**config.mk**
```make
export PLATFORM = sky130hd
export DESIGN_NAME = wdw_top
export DESIGN_NICKNAME = d
export VERILOG_FILES = /design/src/inc/wdw_pkg.sv /design/src/rtl/wdw_top.sv
export SDC_FILE = /design/constraint.sdc
export NUM_CORES = 1
export LEC_CHECK = 0
export BUFFER_PORTS_ARGS = -buffer_cell sky130_fd_sc_hd__buf_4
export CAP_MARGIN = 30
export CORE_UTILIZATION = 42
export DETAILED_ROUTE_END_ITERATION = 7
export PLACE_DENSITY = 0.72
export RECOVER_POWER = 100
export SLEW_MARGIN = 20
export SYNTH_ARGS = -nofsm -noshare
export SYNTH_HDL_FRONTEND = slang
export SYNTH_SLANG_ARGS = --single-unit
```
**constraint.sdc**
```tcl
create_clock -name i_clk -period 5.1 [get_ports i_clk]
set_input_delay 0.765 -clock i_clk [delete_from_list [all_inputs] [get_ports i_clk]]
set_output_delay 0.765 -clock i_clk [all_outputs]
set_load 0.05 [all_outputs]
```
**src/inc/wdw_pkg.sv**
```systemverilog
// Package of register indices, field positions, reset values and timing for the watchdog front end.
package wdw_pkg;

   // ==========================================================================
   // Register indices (byte address is four times the index)
   // ==========================================================================
   localparam logic [3:0] IDX_CONTROL            = 4'h0;
   localparam logic [3:0] IDX_CONFIG             = 4'h1;
   localparam logic [3:0] IDX_EARLY_WARN_CONTROL = 4'h2;
   localparam logic [3:0] IDX_IRQ_ENABLE_CLEAR   = 4'h4;
   localparam logic [3:0] IDX_IRQ_ENABLE_SET     = 4'h5;
   localparam logic [3:0] IDX_IRQ_FLAG_STATUS    = 4'h6;
   localparam logic [3:0] IDX_SYNC_STATUS        = 4'h7;
   localparam logic [3:0] IDX_SERVICE_KEY        = 4'h8;
   localparam logic [3:0] IDX_EVENT_STATUS       = 4'h9;
   localparam logic [3:0] IDX_EVENT_CLEAR        = 4'hA;
   localparam logic [3:0] IDX_EVENT_ENABLE       = 4'hB;

   // ==========================================================================
   // Field positions
   // ==========================================================================
   localparam int CTRL_LOCK_BIT    = 7;
   localparam int CTRL_WMODE_BIT   = 2;
   localparam int CTRL_ENABLE_BIT  = 1;
   localparam int CFG_WINDOW_LSB   = 4;
   localparam int SYNC_PENDING_BIT = 7;
   localparam int EV_EARLY_WARN    = 0;
   localparam int EV_KEY_ERROR     = 1;
   localparam int EV_TIMEOUT       = 2;
   localparam int EV_COUNT         = 3;

   // ==========================================================================
   // Values and timing
   // ==========================================================================
   localparam logic [7:0]  RST_REG8          = 8'h00;
   localparam logic [7:0]  SERVICE_KEY_VALUE = 8'hA5;
   localparam logic [3:0]  CODE_MAX          = 4'hB;
   localparam logic [15:0] BASE_PERIOD       = 16'h0008;
   localparam logic [1:0]  SYNC_CYCLES       = 2'h3;

   // ==========================================================================
   // Types
   // ==========================================================================
   typedef struct packed {
      logic       permanent_lock;
      logic       window_mode;
      logic       enable;
      logic [3:0] window_select;
      logic [3:0] timeout_select;
      logic [3:0] early_warn_offset;
   } wdw_nvm_cfg_s;

   typedef enum logic [1:0] {
      PH_CLOSED = 2'b01,
      PH_OPEN   = 2'b10
   } wdw_phase_e;

endpackage

```
**src/rtl/wdw_top.sv**
```systemverilog
// Watchdog front end: APB registers, early warning, service key, window timing and system reset.
//
// Summary of operation
// - The early warning offset code 0x0 to 0xB selects 8 doubling to 16384 cycles from the period start; higher codes are reserved.
// - After reset the early warning offset, like the control and configuration fields, is loaded from the user row.
// - Writing one to bit 0 of the enable clear register disables the early warning interrupt; zero does nothing.
// - Writing one to bit 0 of the enable set register enables the early warning interrupt; zero does nothing.
// - Both enable registers read back the one shared early warning enable bit, which resets to zero.
// - The early warning flag is set when the configured offset is reached within the time-out period.
// - Writing one to the early warning flag clears it and writing zero has no effect.
// - Status bit 7 is high from the start to the end of a cross-domain register synchronization; status is read-only.
// - Writing 0xA5 to the service register resets the count and restarts the time-out period in normal mode, or the closed window in window mode.
// - Writing any other value to the service register causes a system reset.
// - The service register is write-only, synchronized before it acts, and obeys peripheral write protection.
// - Reserved bits read as zero and software writes them as zero.
// - The time-out field selects the time-out (open window) period of 8 to 16384 cycles in the doubling code.
// - In window mode the window field selects the closed window period in the same doubling code.
// - Once the permanent lock bit is one it stays, the watchdog stays enabled and control registers become read-only.
// - A written enable reads back at once and sets the busy bit; the watchdog changes state when synchronization ends.
module wdw_top #(
   parameter int ADDR_W = 12
) (
   // Clock and reset.
   input  wire logic              i_clk,
   input  wire logic              i_rst_n,
   // APB slave.
   input  wire logic              i_psel,
   input  wire logic              i_penable,
   input  wire logic              i_pwrite,
   input  wire logic [ADDR_W-1:0] i_paddr,
   input  wire logic [31:0]       i_pwdata,
   output logic                   o_pready,
   output logic [31:0]            o_prdata,
   output logic                   o_pslverr,
   // Startup values and write protection.
   input  wire wdw_pkg::wdw_nvm_cfg_s i_nvm_cfg,
   input  wire logic              i_wr_protect,
   // Block outputs.
   output logic                   o_irq,
   output logic                   o_sys_rst,
   output logic                   o_running
);

   // ==========================================================================
   // Helpers
   // ==========================================================================
   function automatic logic [15:0] period_cycles(input logic [3:0] code);
      logic [3:0] c;
      c = (code > wdw_pkg::CODE_MAX) ? wdw_pkg::CODE_MAX : code;
      period_cycles = wdw_pkg::BASE_PERIOD << c;
   endfunction

   // ==========================================================================
   // State
   // ==========================================================================
   logic                    load_pending_reg;
   logic                    lock_reg;
   logic                    wmode_reg;
   logic                    enable_reg;
   logic [3:0]              window_sel_reg;
   logic [3:0]              timeout_sel_reg;
   logic [3:0]              ew_offset_reg;
   logic [wdw_pkg::EV_COUNT-1:0] irq_en_reg;
   logic [wdw_pkg::EV_COUNT-1:0] event_reg;
   logic [wdw_pkg::EV_COUNT-1:0] event_next;
   logic                    sync_pending_reg;
   logic [1:0]              sync_cnt_reg;
   logic                    sync_is_key_reg;
   logic [7:0]              sync_key_reg;
   logic                    active_reg;
   wdw_pkg::wdw_phase_e     phase_reg;
   logic [15:0]             cnt_reg;
   logic [31:0]             prdata_reg;
   logic                    sys_rst_reg;

   // ==========================================================================
   // Bus decode
   // ==========================================================================
   logic [ADDR_W-3:0] word;
   logic              hit;
   logic              prot_reg;
   logic              sync_reg;
   logic [31:0]       rd_data;
   logic              stall;
   logic              err;
   logic              wr_fire;
   logic              we_ctrl;
   logic              we_cfg;
   logic              we_ewc;
   logic              we_iclr;
   logic              we_iset;
   logic              we_flag;
   logic              we_key;
   logic              we_evclr;
   logic              we_even;
   logic              cfg_open;

   assign word = i_paddr[ADDR_W-1:2];

   always_comb begin
      rd_data  = 32'h0000_0000;
      hit      = 1'b1;
      prot_reg = 1'b1;
      sync_reg = 1'b0;
      if (word == (ADDR_W-2)'(wdw_pkg::IDX_CONTROL)) begin
         rd_data[7:0] = {lock_reg, 4'h0, wmode_reg, enable_reg, 1'b0};
         sync_reg     = 1'b1;
      end else if (word == (ADDR_W-2)'(wdw_pkg::IDX_CONFIG)) begin
         rd_data[7:0] = {window_sel_reg, timeout_sel_reg};
      end else if (word == (ADDR_W-2)'(wdw_pkg::IDX_EARLY_WARN_CONTROL)) begin
         rd_data[7:0] = {4'h0, ew_offset_reg};
      end else if (word == (ADDR_W-2)'(wdw_pkg::IDX_IRQ_ENABLE_CLEAR)) begin
         rd_data[0] = irq_en_reg[wdw_pkg::EV_EARLY_WARN];
      end else if (word == (ADDR_W-2)'(wdw_pkg::IDX_IRQ_ENABLE_SET)) begin
         rd_data[0] = irq_en_reg[wdw_pkg::EV_EARLY_WARN];
      end else if (word == (ADDR_W-2)'(wdw_pkg::IDX_IRQ_FLAG_STATUS)) begin
         rd_data[0] = event_reg[wdw_pkg::EV_EARLY_WARN];
         prot_reg   = 1'b0;
      end else if (word == (ADDR_W-2)'(wdw_pkg::IDX_SYNC_STATUS)) begin
         rd_data[wdw_pkg::SYNC_PENDING_BIT] = sync_pending_reg;
         prot_reg = 1'b0;
      end else if (word == (ADDR_W-2)'(wdw_pkg::IDX_SERVICE_KEY)) begin
         sync_reg = 1'b1;
      end else if (word == (ADDR_W-2)'(wdw_pkg::IDX_EVENT_STATUS)) begin
         rd_data[wdw_pkg::EV_COUNT-1:0] = event_reg;
         prot_reg = 1'b0;
      end else if (word == (ADDR_W-2)'(wdw_pkg::IDX_EVENT_CLEAR)) begin
         prot_reg = 1'b0;
      end else if (word == (ADDR_W-2)'(wdw_pkg::IDX_EVENT_ENABLE)) begin
         rd_data[wdw_pkg::EV_COUNT-1:0] = irq_en_reg;
      end else begin
         hit      = 1'b0;
         prot_reg = 1'b0;
      end
   end

   // Writes to a synchronized register wait while the previous one is still crossing.
   assign stall     = i_psel & i_penable & i_pwrite & sync_reg & sync_pending_reg;
   assign o_pready  = ~stall;
   assign err       = ~hit | (i_pwrite & prot_reg & i_wr_protect);
   assign o_pslverr = i_psel & i_penable & o_pready & err;
   assign wr_fire   = i_psel & i_penable & i_pwrite & o_pready & ~err;
   assign cfg_open  = ~enable_reg & ~active_reg & ~lock_reg;

   assign we_ctrl  = wr_fire & (word == (ADDR_W-2)'(wdw_pkg::IDX_CONTROL)) & ~lock_reg;
   assign we_cfg   = wr_fire & (word == (ADDR_W-2)'(wdw_pkg::IDX_CONFIG)) & cfg_open;
   assign we_ewc   = wr_fire & (word == (ADDR_W-2)'(wdw_pkg::IDX_EARLY_WARN_CONTROL)) & cfg_open;
   assign we_iclr  = wr_fire & (word == (ADDR_W-2)'(wdw_pkg::IDX_IRQ_ENABLE_CLEAR));
   assign we_iset  = wr_fire & (word == (ADDR_W-2)'(wdw_pkg::IDX_IRQ_ENABLE_SET));
   assign we_flag  = wr_fire & (word == (ADDR_W-2)'(wdw_pkg::IDX_IRQ_FLAG_STATUS));
   assign we_key   = wr_fire & (word == (ADDR_W-2)'(wdw_pkg::IDX_SERVICE_KEY));
   assign we_evclr = wr_fire & (word == (ADDR_W-2)'(wdw_pkg::IDX_EVENT_CLEAR));
   assign we_even  = wr_fire & (word == (ADDR_W-2)'(wdw_pkg::IDX_EVENT_ENABLE));

   // Read data is captured in the setup cycle so it stands during the access phase.
   always_ff @(posedge i_clk or negedge i_rst_n) begin
      if (!i_rst_n) begin
         prdata_reg <= 32'h0000_0000;
      end else if (i_psel && !i_penable) begin
         prdata_reg <= i_pwrite ? 32'h0000_0000 : rd_data;
      end
   end
   assign o_prdata = prdata_reg;

   // ==========================================================================
   // Control, configuration and early warning control
   // ==========================================================================
   always_ff @(posedge i_clk or negedge i_rst_n) begin
      if (!i_rst_n) begin
         load_pending_reg <= 1'b1;
         lock_reg         <= 1'b0;
         wmode_reg        <= 1'b0;
         enable_reg       <= 1'b0;
         window_sel_reg   <= 4'h0;
         timeout_sel_reg  <= 4'h0;
         ew_offset_reg    <= 4'h0;
      end else if (load_pending_reg) begin
         load_pending_reg <= 1'b0;
         lock_reg         <= i_nvm_cfg.permanent_lock;
         wmode_reg        <= i_nvm_cfg.window_mode;
         enable_reg       <= i_nvm_cfg.enable | i_nvm_cfg.permanent_lock;
         window_sel_reg   <= i_nvm_cfg.window_select;
         timeout_sel_reg  <= i_nvm_cfg.timeout_select;
         ew_offset_reg    <= i_nvm_cfg.early_warn_offset;
      end else begin
         if (we_ctrl) begin
            lock_reg   <= i_pwdata[wdw_pkg::CTRL_LOCK_BIT];
            enable_reg <= i_pwdata[wdw_pkg::CTRL_ENABLE_BIT] | i_pwdata[wdw_pkg::CTRL_LOCK_BIT];
            if (cfg_open) begin
               wmode_reg <= i_pwdata[wdw_pkg::CTRL_WMODE_BIT];
            end
         end
         if (we_cfg) begin
            window_sel_reg  <= i_pwdata[wdw_pkg::CFG_WINDOW_LSB +: 4];
            timeout_sel_reg <= i_pwdata[3:0];
         end
         if (we_ewc) begin
            ew_offset_reg <= i_pwdata[3:0];
         end
      end
   end

   // ==========================================================================
   // Interrupt enables
   // ==========================================================================
   always_ff @(posedge i_clk or negedge i_rst_n) begin
      if (!i_rst_n) begin
         irq_en_reg <= '0;
      end else if (we_iclr && i_pwdata[0]) begin
         irq_en_reg[wdw_pkg::EV_EARLY_WARN] <= 1'b0;
      end else if (we_iset && i_pwdata[0]) begin
         irq_en_reg[wdw_pkg::EV_EARLY_WARN] <= 1'b1;
      end else if (we_even) begin
         irq_en_reg <= i_pwdata[wdw_pkg::EV_COUNT-1:0];
      end
   end

   // ==========================================================================
   // Synchronization of control and service writes
   // ==========================================================================
   logic sync_done;
   assign sync_done = sync_pending_reg & (sync_cnt_reg == 2'h0);

   always_ff @(posedge i_clk or negedge i_rst_n) begin
      if (!i_rst_n) begin
         sync_pending_reg <= 1'b0;
         sync_cnt_reg     <= 2'h0;
         sync_is_key_reg  <= 1'b0;
         sync_key_reg     <= wdw_pkg::RST_REG8;
      end else if (we_ctrl || we_key) begin
         sync_pending_reg <= 1'b1;
         sync_cnt_reg     <= wdw_pkg::SYNC_CYCLES - 2'h1;
         sync_is_key_reg  <= we_key;
         sync_key_reg     <= i_pwdata[7:0];
      end else if (sync_done) begin
         sync_pending_reg <= 1'b0;
      end else if (sync_pending_reg) begin
         sync_cnt_reg <= sync_cnt_reg - 2'h1;
      end
   end

   // ==========================================================================
   // Watchdog counter and window phases
   // ==========================================================================
   logic [15:0] limit;
   logic        period_end;
   logic        ew_hit;
   logic        key_ok;
   logic        key_bad;
   logic        early_service;

   assign limit = (phase_reg == wdw_pkg::PH_CLOSED) ? period_cycles(window_sel_reg)
                                                   : period_cycles(timeout_sel_reg);
   assign period_end    = active_reg & (cnt_reg == limit - 16'h0001);
   assign ew_hit        = active_reg & (phase_reg == wdw_pkg::PH_OPEN) &
                          (cnt_reg == period_cycles(ew_offset_reg) - 16'h0001);
   assign key_ok        = sync_done & sync_is_key_reg & (sync_key_reg == wdw_pkg::SERVICE_KEY_VALUE);
   assign key_bad       = sync_done & sync_is_key_reg & (sync_key_reg != wdw_pkg::SERVICE_KEY_VALUE);
   assign early_service = key_ok & active_reg & (phase_reg == wdw_pkg::PH_CLOSED);

   always_ff @(posedge i_clk or negedge i_rst_n) begin
      if (!i_rst_n) begin
         active_reg <= 1'b0;
         phase_reg  <= wdw_pkg::PH_OPEN;
         cnt_reg    <= 16'h0000;
      end else begin
         if (sync_done && !sync_is_key_reg) begin
            active_reg <= enable_reg;
         end else if (load_pending_reg) begin
            active_reg <= i_nvm_cfg.enable | i_nvm_cfg.permanent_lock;
         end
         if (!active_reg || key_ok || key_bad || period_end) begin
            cnt_reg <= 16'h0000;
            case (phase_reg)
               wdw_pkg::PH_CLOSED: phase_reg <= (period_end && !key_ok) ? wdw_pkg::PH_OPEN : wdw_pkg::PH_CLOSED;
               wdw_pkg::PH_OPEN:   phase_reg <= (wmode_reg && (key_ok || period_end || !active_reg))
                                                ? wdw_pkg::PH_CLOSED : wdw_pkg::PH_OPEN;
               default:            phase_reg <= wdw_pkg::PH_OPEN;
            endcase
            if (!wmode_reg) begin
               phase_reg <= wdw_pkg::PH_OPEN;
            end
         end else begin
            cnt_reg <= cnt_reg + 16'h0001;
         end
      end
   end

   // A bad key, a service in the closed window or an expired time-out (open window) period resets the system.
   always_ff @(posedge i_clk or negedge i_rst_n) begin
      if (!i_rst_n) begin
         sys_rst_reg <= 1'b0;
      end else begin
         sys_rst_reg <= key_bad | early_service | (period_end & (phase_reg == wdw_pkg::PH_OPEN));
      end
   end
   assign o_sys_rst = sys_rst_reg;
   assign o_running = active_reg;

   // ==========================================================================
   // Events and interrupt
   // ==========================================================================
   always_comb begin
      event_next = event_reg;
      if (we_flag && i_pwdata[0]) begin
         event_next[wdw_pkg::EV_EARLY_WARN] = 1'b0;
      end
      if (we_evclr) begin
         event_next = event_next & ~i_pwdata[wdw_pkg::EV_COUNT-1:0];
      end
      if (ew_hit) begin
         event_next[wdw_pkg::EV_EARLY_WARN] = 1'b1;
      end
      if (key_bad || early_service) begin
         event_next[wdw_pkg::EV_KEY_ERROR] = 1'b1;
      end
      if (period_end && phase_reg == wdw_pkg::PH_OPEN) begin
         event_next[wdw_pkg::EV_TIMEOUT] = 1'b1;
      end
   end

   always_ff @(posedge i_clk or negedge i_rst_n) begin
      if (!i_rst_n) begin
         event_reg <= '0;
      end else begin
         event_reg <= event_next;
      end
   end
   assign o_irq = |(event_reg & irq_en_reg);
endmodule

```
==> impl_metrics.tcl <==
set metrics [dict create \
    final_hold_viol_count 0 \
    crit_start "phase_reg[1]" \
    path_clk_slew_ns 0.08 \
    design.core.area_um2 10300 \
    status "complete, but fails checks" \
    hold_start "cnt_reg[0]" \
    finalMaxSlewViolations 63 \
    numCtsBuffers 9 \
    final_cell_mix "60 x dfrtp_1, 47 x nand2_1, 44 x nor2_1" \
    cts.sinks 62 \
    maxCapViolations 1 \
    cts_setup_buffers 0 \
    rr_startpoint "phase_reg[1]" \
    use_met1_pct 27.4 \
    post_cts_resize_count 0 \
    slew_headroom_pct -118 \
    cpMaxStageDelayCell "ha_1" \
    viasPerCell 5.73 \
    placed_cell_area_um2 4720 \
    grt_pass1_vias 3672 \
    largest_reg_flops 16 \
    power_density_nw_per_um2 278 \
    grt_max_degree 63 \
    clock.fmax_mhz 242 \
    dieArea_um2 10900 \
    rows 37 \
    timing.final.crit_share_pct 81.2 \
    required_ns 5.30 \
    use_met2_pct 33.9 \
    synth_seq_cells 62 \
    initial_core_util_pct 43.0 \
    dp_slack_ns 1.10 \
    grt_pass1_wl_mm 18.1 \
    ys.flop_type "dfrtp_1" \
    setup_violations 0 \
    yosysSeqAreaShare_pct 35.2 \
    fp.dieH_um 105 \
    antenna_found_initial 0 \
    grtUsageTotal_pct 20.7 \
    hpwl_mm 8.17 \
    port_buffers 51 \
    synthCells 500 \
    end_kind "flop" \
    fin_crit_ns 4.14 \
    finalWirelength_mm 10.8 \
    clock-root-buffer "clkbuf_8" \
    overflow 0 \
    cp_slowest_stage_delay_ns 0.49 \
    drtAntennaViolNets 0 \
    worstPathMaxFanout 17 \
    final_common_cell "dfrtp_1" \
    violations "max-capacitance violations, max-slew violations" \
    fin_hold_ws_ns 0.463 \
    busiest_layer "met2" \
    setup_slack_ns 0.960 \
    synthDistinctLibCells 85 \
    wl_per_cell_um 16.1 \
    vias 3859 \
    stdcell_area_um2 4820 \
    path_class "reg -> reg" \
    drt_pass1_iterations 5 \
    rsz0062_at_grt "false" \
    power_leakage_uw 0.00212 \
    fin_worst_skew_ns 0.0126 \
    htreeDepth 3 \
    synth-edff-count 0 \
    routabilityCongestion 0.850 \
    setup-tns-final_ns 0 \
    postCtsHoldBufs 0 \
    hold_path_class "reg -> reg" \
    clk_latency_ns 0.33 \
    fin_nets 603 \
    syn_to_final_growth_pct 9.12 \
    tritoncts "built" \
    ir_worst_vdd_uv 171 \
    die_w_um 105 \
    drive_above_1_share_pct 12.7 \
    drc 0 \
    crit_path_start_kind "flop" \
    synth_warnings 0 \
    worst_slew_pin_slew_ns 3.27 \
    ios 102 \
    cts.path.max_buffers 2 \
    arrival_ns 4.34 \
    drtIter0Drc 237 \
    syn_area_um2 4420 \
    gr-usage-met3_pct 3.56 \
    ys_async_sr_fraction_pct 100 \
    num_antenna_cells 0 \
    syn_area_per_cell_um2 8.83 \
    total_power_uw 1340 \
    crit_path_cell_trace "inv_1, ha_1, a21bo_1, o22a_1, nor3_1, inv_1, ha_1, nor3_1, a21oi_1, a21oi_1, a22o_1, o22ai_1, o41a_1, a211oi_1, o32ai_1" \
]
[report_power, final]
group | internal (uW) | total [uW] | switching, uW
Clock | 252 | 446 | 193
Sequential | 516 | 555 | 39.8
Combinational | 124 | 341 | 217
[layout make-up]
| type | count | area, um^2 |
|---|---|---|
| clock inverters | 3 | 42.5 |
| clock buffers | 13 | 159 |
| repair buffers | 52 | 335 |
| multi-input cells | 390 | 2490 |
| inverters | 17 | 63.8 |
| fillers | 1021 | 5460 |
| well taps | 136 | 170 |
| flip-flops and latches | 62 | 1550 |
[cells in the mapped netlist (3+ instances only)]
cell | n | area (um^2)
xor2_1 | 9 | 78.8
xnor2_1 | 13 | 114
o21ai_0 | 17 | 85.1
nand2_1 | 47 | 176
a22o_1 | 5 | 43.8
a211o_1 | 3 | 26.3
nor4bb_1 | 3 | 30.0
o22ai_1 | 6 | 37.5
o31ai_1 | 3 | 22.5
a221oi_1 | 6 | 52.6
o211ai_1 | 4 | 30.0
nor4_1 | 4 | 25.0
nand4_1 | 7 | 43.8
inv_1 | 17 | 63.8
clkbuf_1 | 20 | 75.1
mux2i_1 | 17 | 170
nand3_1 | 18 | 90.1
nand2b_1 | 8 | 50.1
nand3b_1 | 6 | 45.0
a21oi_1 | 15 | 75.1
and4_1 | 3 | 26.3
buf_2 | 3 | 15.0
mux2_2 | 4 | 45.0
ha_1 | 6 | 75.1
mux2_1 | 10 | 113
buf_4 | 28 | 210
dfrtp_1 | 60 | 1500
nor2_1 | 44 | 165
o21ai_1 | 16 | 80.1
o2111ai_1 | 3 | 26.3
and2_1 | 4 | 25.0
a31oi_1 | 8 | 50.1
buf_6 | 3 | 33.8
nor3_1 | 18 | 90.1
and3_1 | 4 | 25.0
[through the flow]
| step | utilization (%) | instances |
|---|---|---|
| global route | 46.9 | 673 |
| detailed placement | 45.9 | 656 |
| CTS | 47.9 | 672 |
| finish | 46.9 | 673 |
| floorplan | - | 524 |
| global placement | 45.9 | 656 |
[routing by layer]
layer / wire, um / up-vias
met5: 0 / -
met1: 4810 / 1894
li1: - / 1839
met4: 198 / 0
met3: 487 / 16
met2: 5340 / 110
[worst max-delay path, delay by kind of cell (launching register included)]
family	cells	cell delay [ns]
fa+ha+maj	2	0.86
flops	1	0.39
compound gates	9	1.97
simple gates	2	0.65
buf+inv	2	0.14
[path summary, 6_finish.rpt]
| path | slack (ns) | endpoint | cells after the start |
|---|---|---|---|
| max reg2reg | 0.96 | phase_reg[0] | 15 |
| min in group asynchronous | 1.52 | cnt_reg[0] | 1 |
| max | 0.96 | phase_reg[0] | 15 |
| min | 0.46 | cnt_reg[0] | 1 |
| max in group asynchronous | 1.74 | o_prdata[7] | 1 |
| min reg2reg | 0.46 | cnt_reg[0] | 1 |
[cells by family after synthesis]
group	share of synthesized area, %
compound gates	19.5
xor+xnor	4.36
fa+ha+maj	1.93
buf+inv	9.09
flops	35.2
mux	7.42
other cells	0.0849
simple gates	22.4
(Power assumes the default switching activity.)
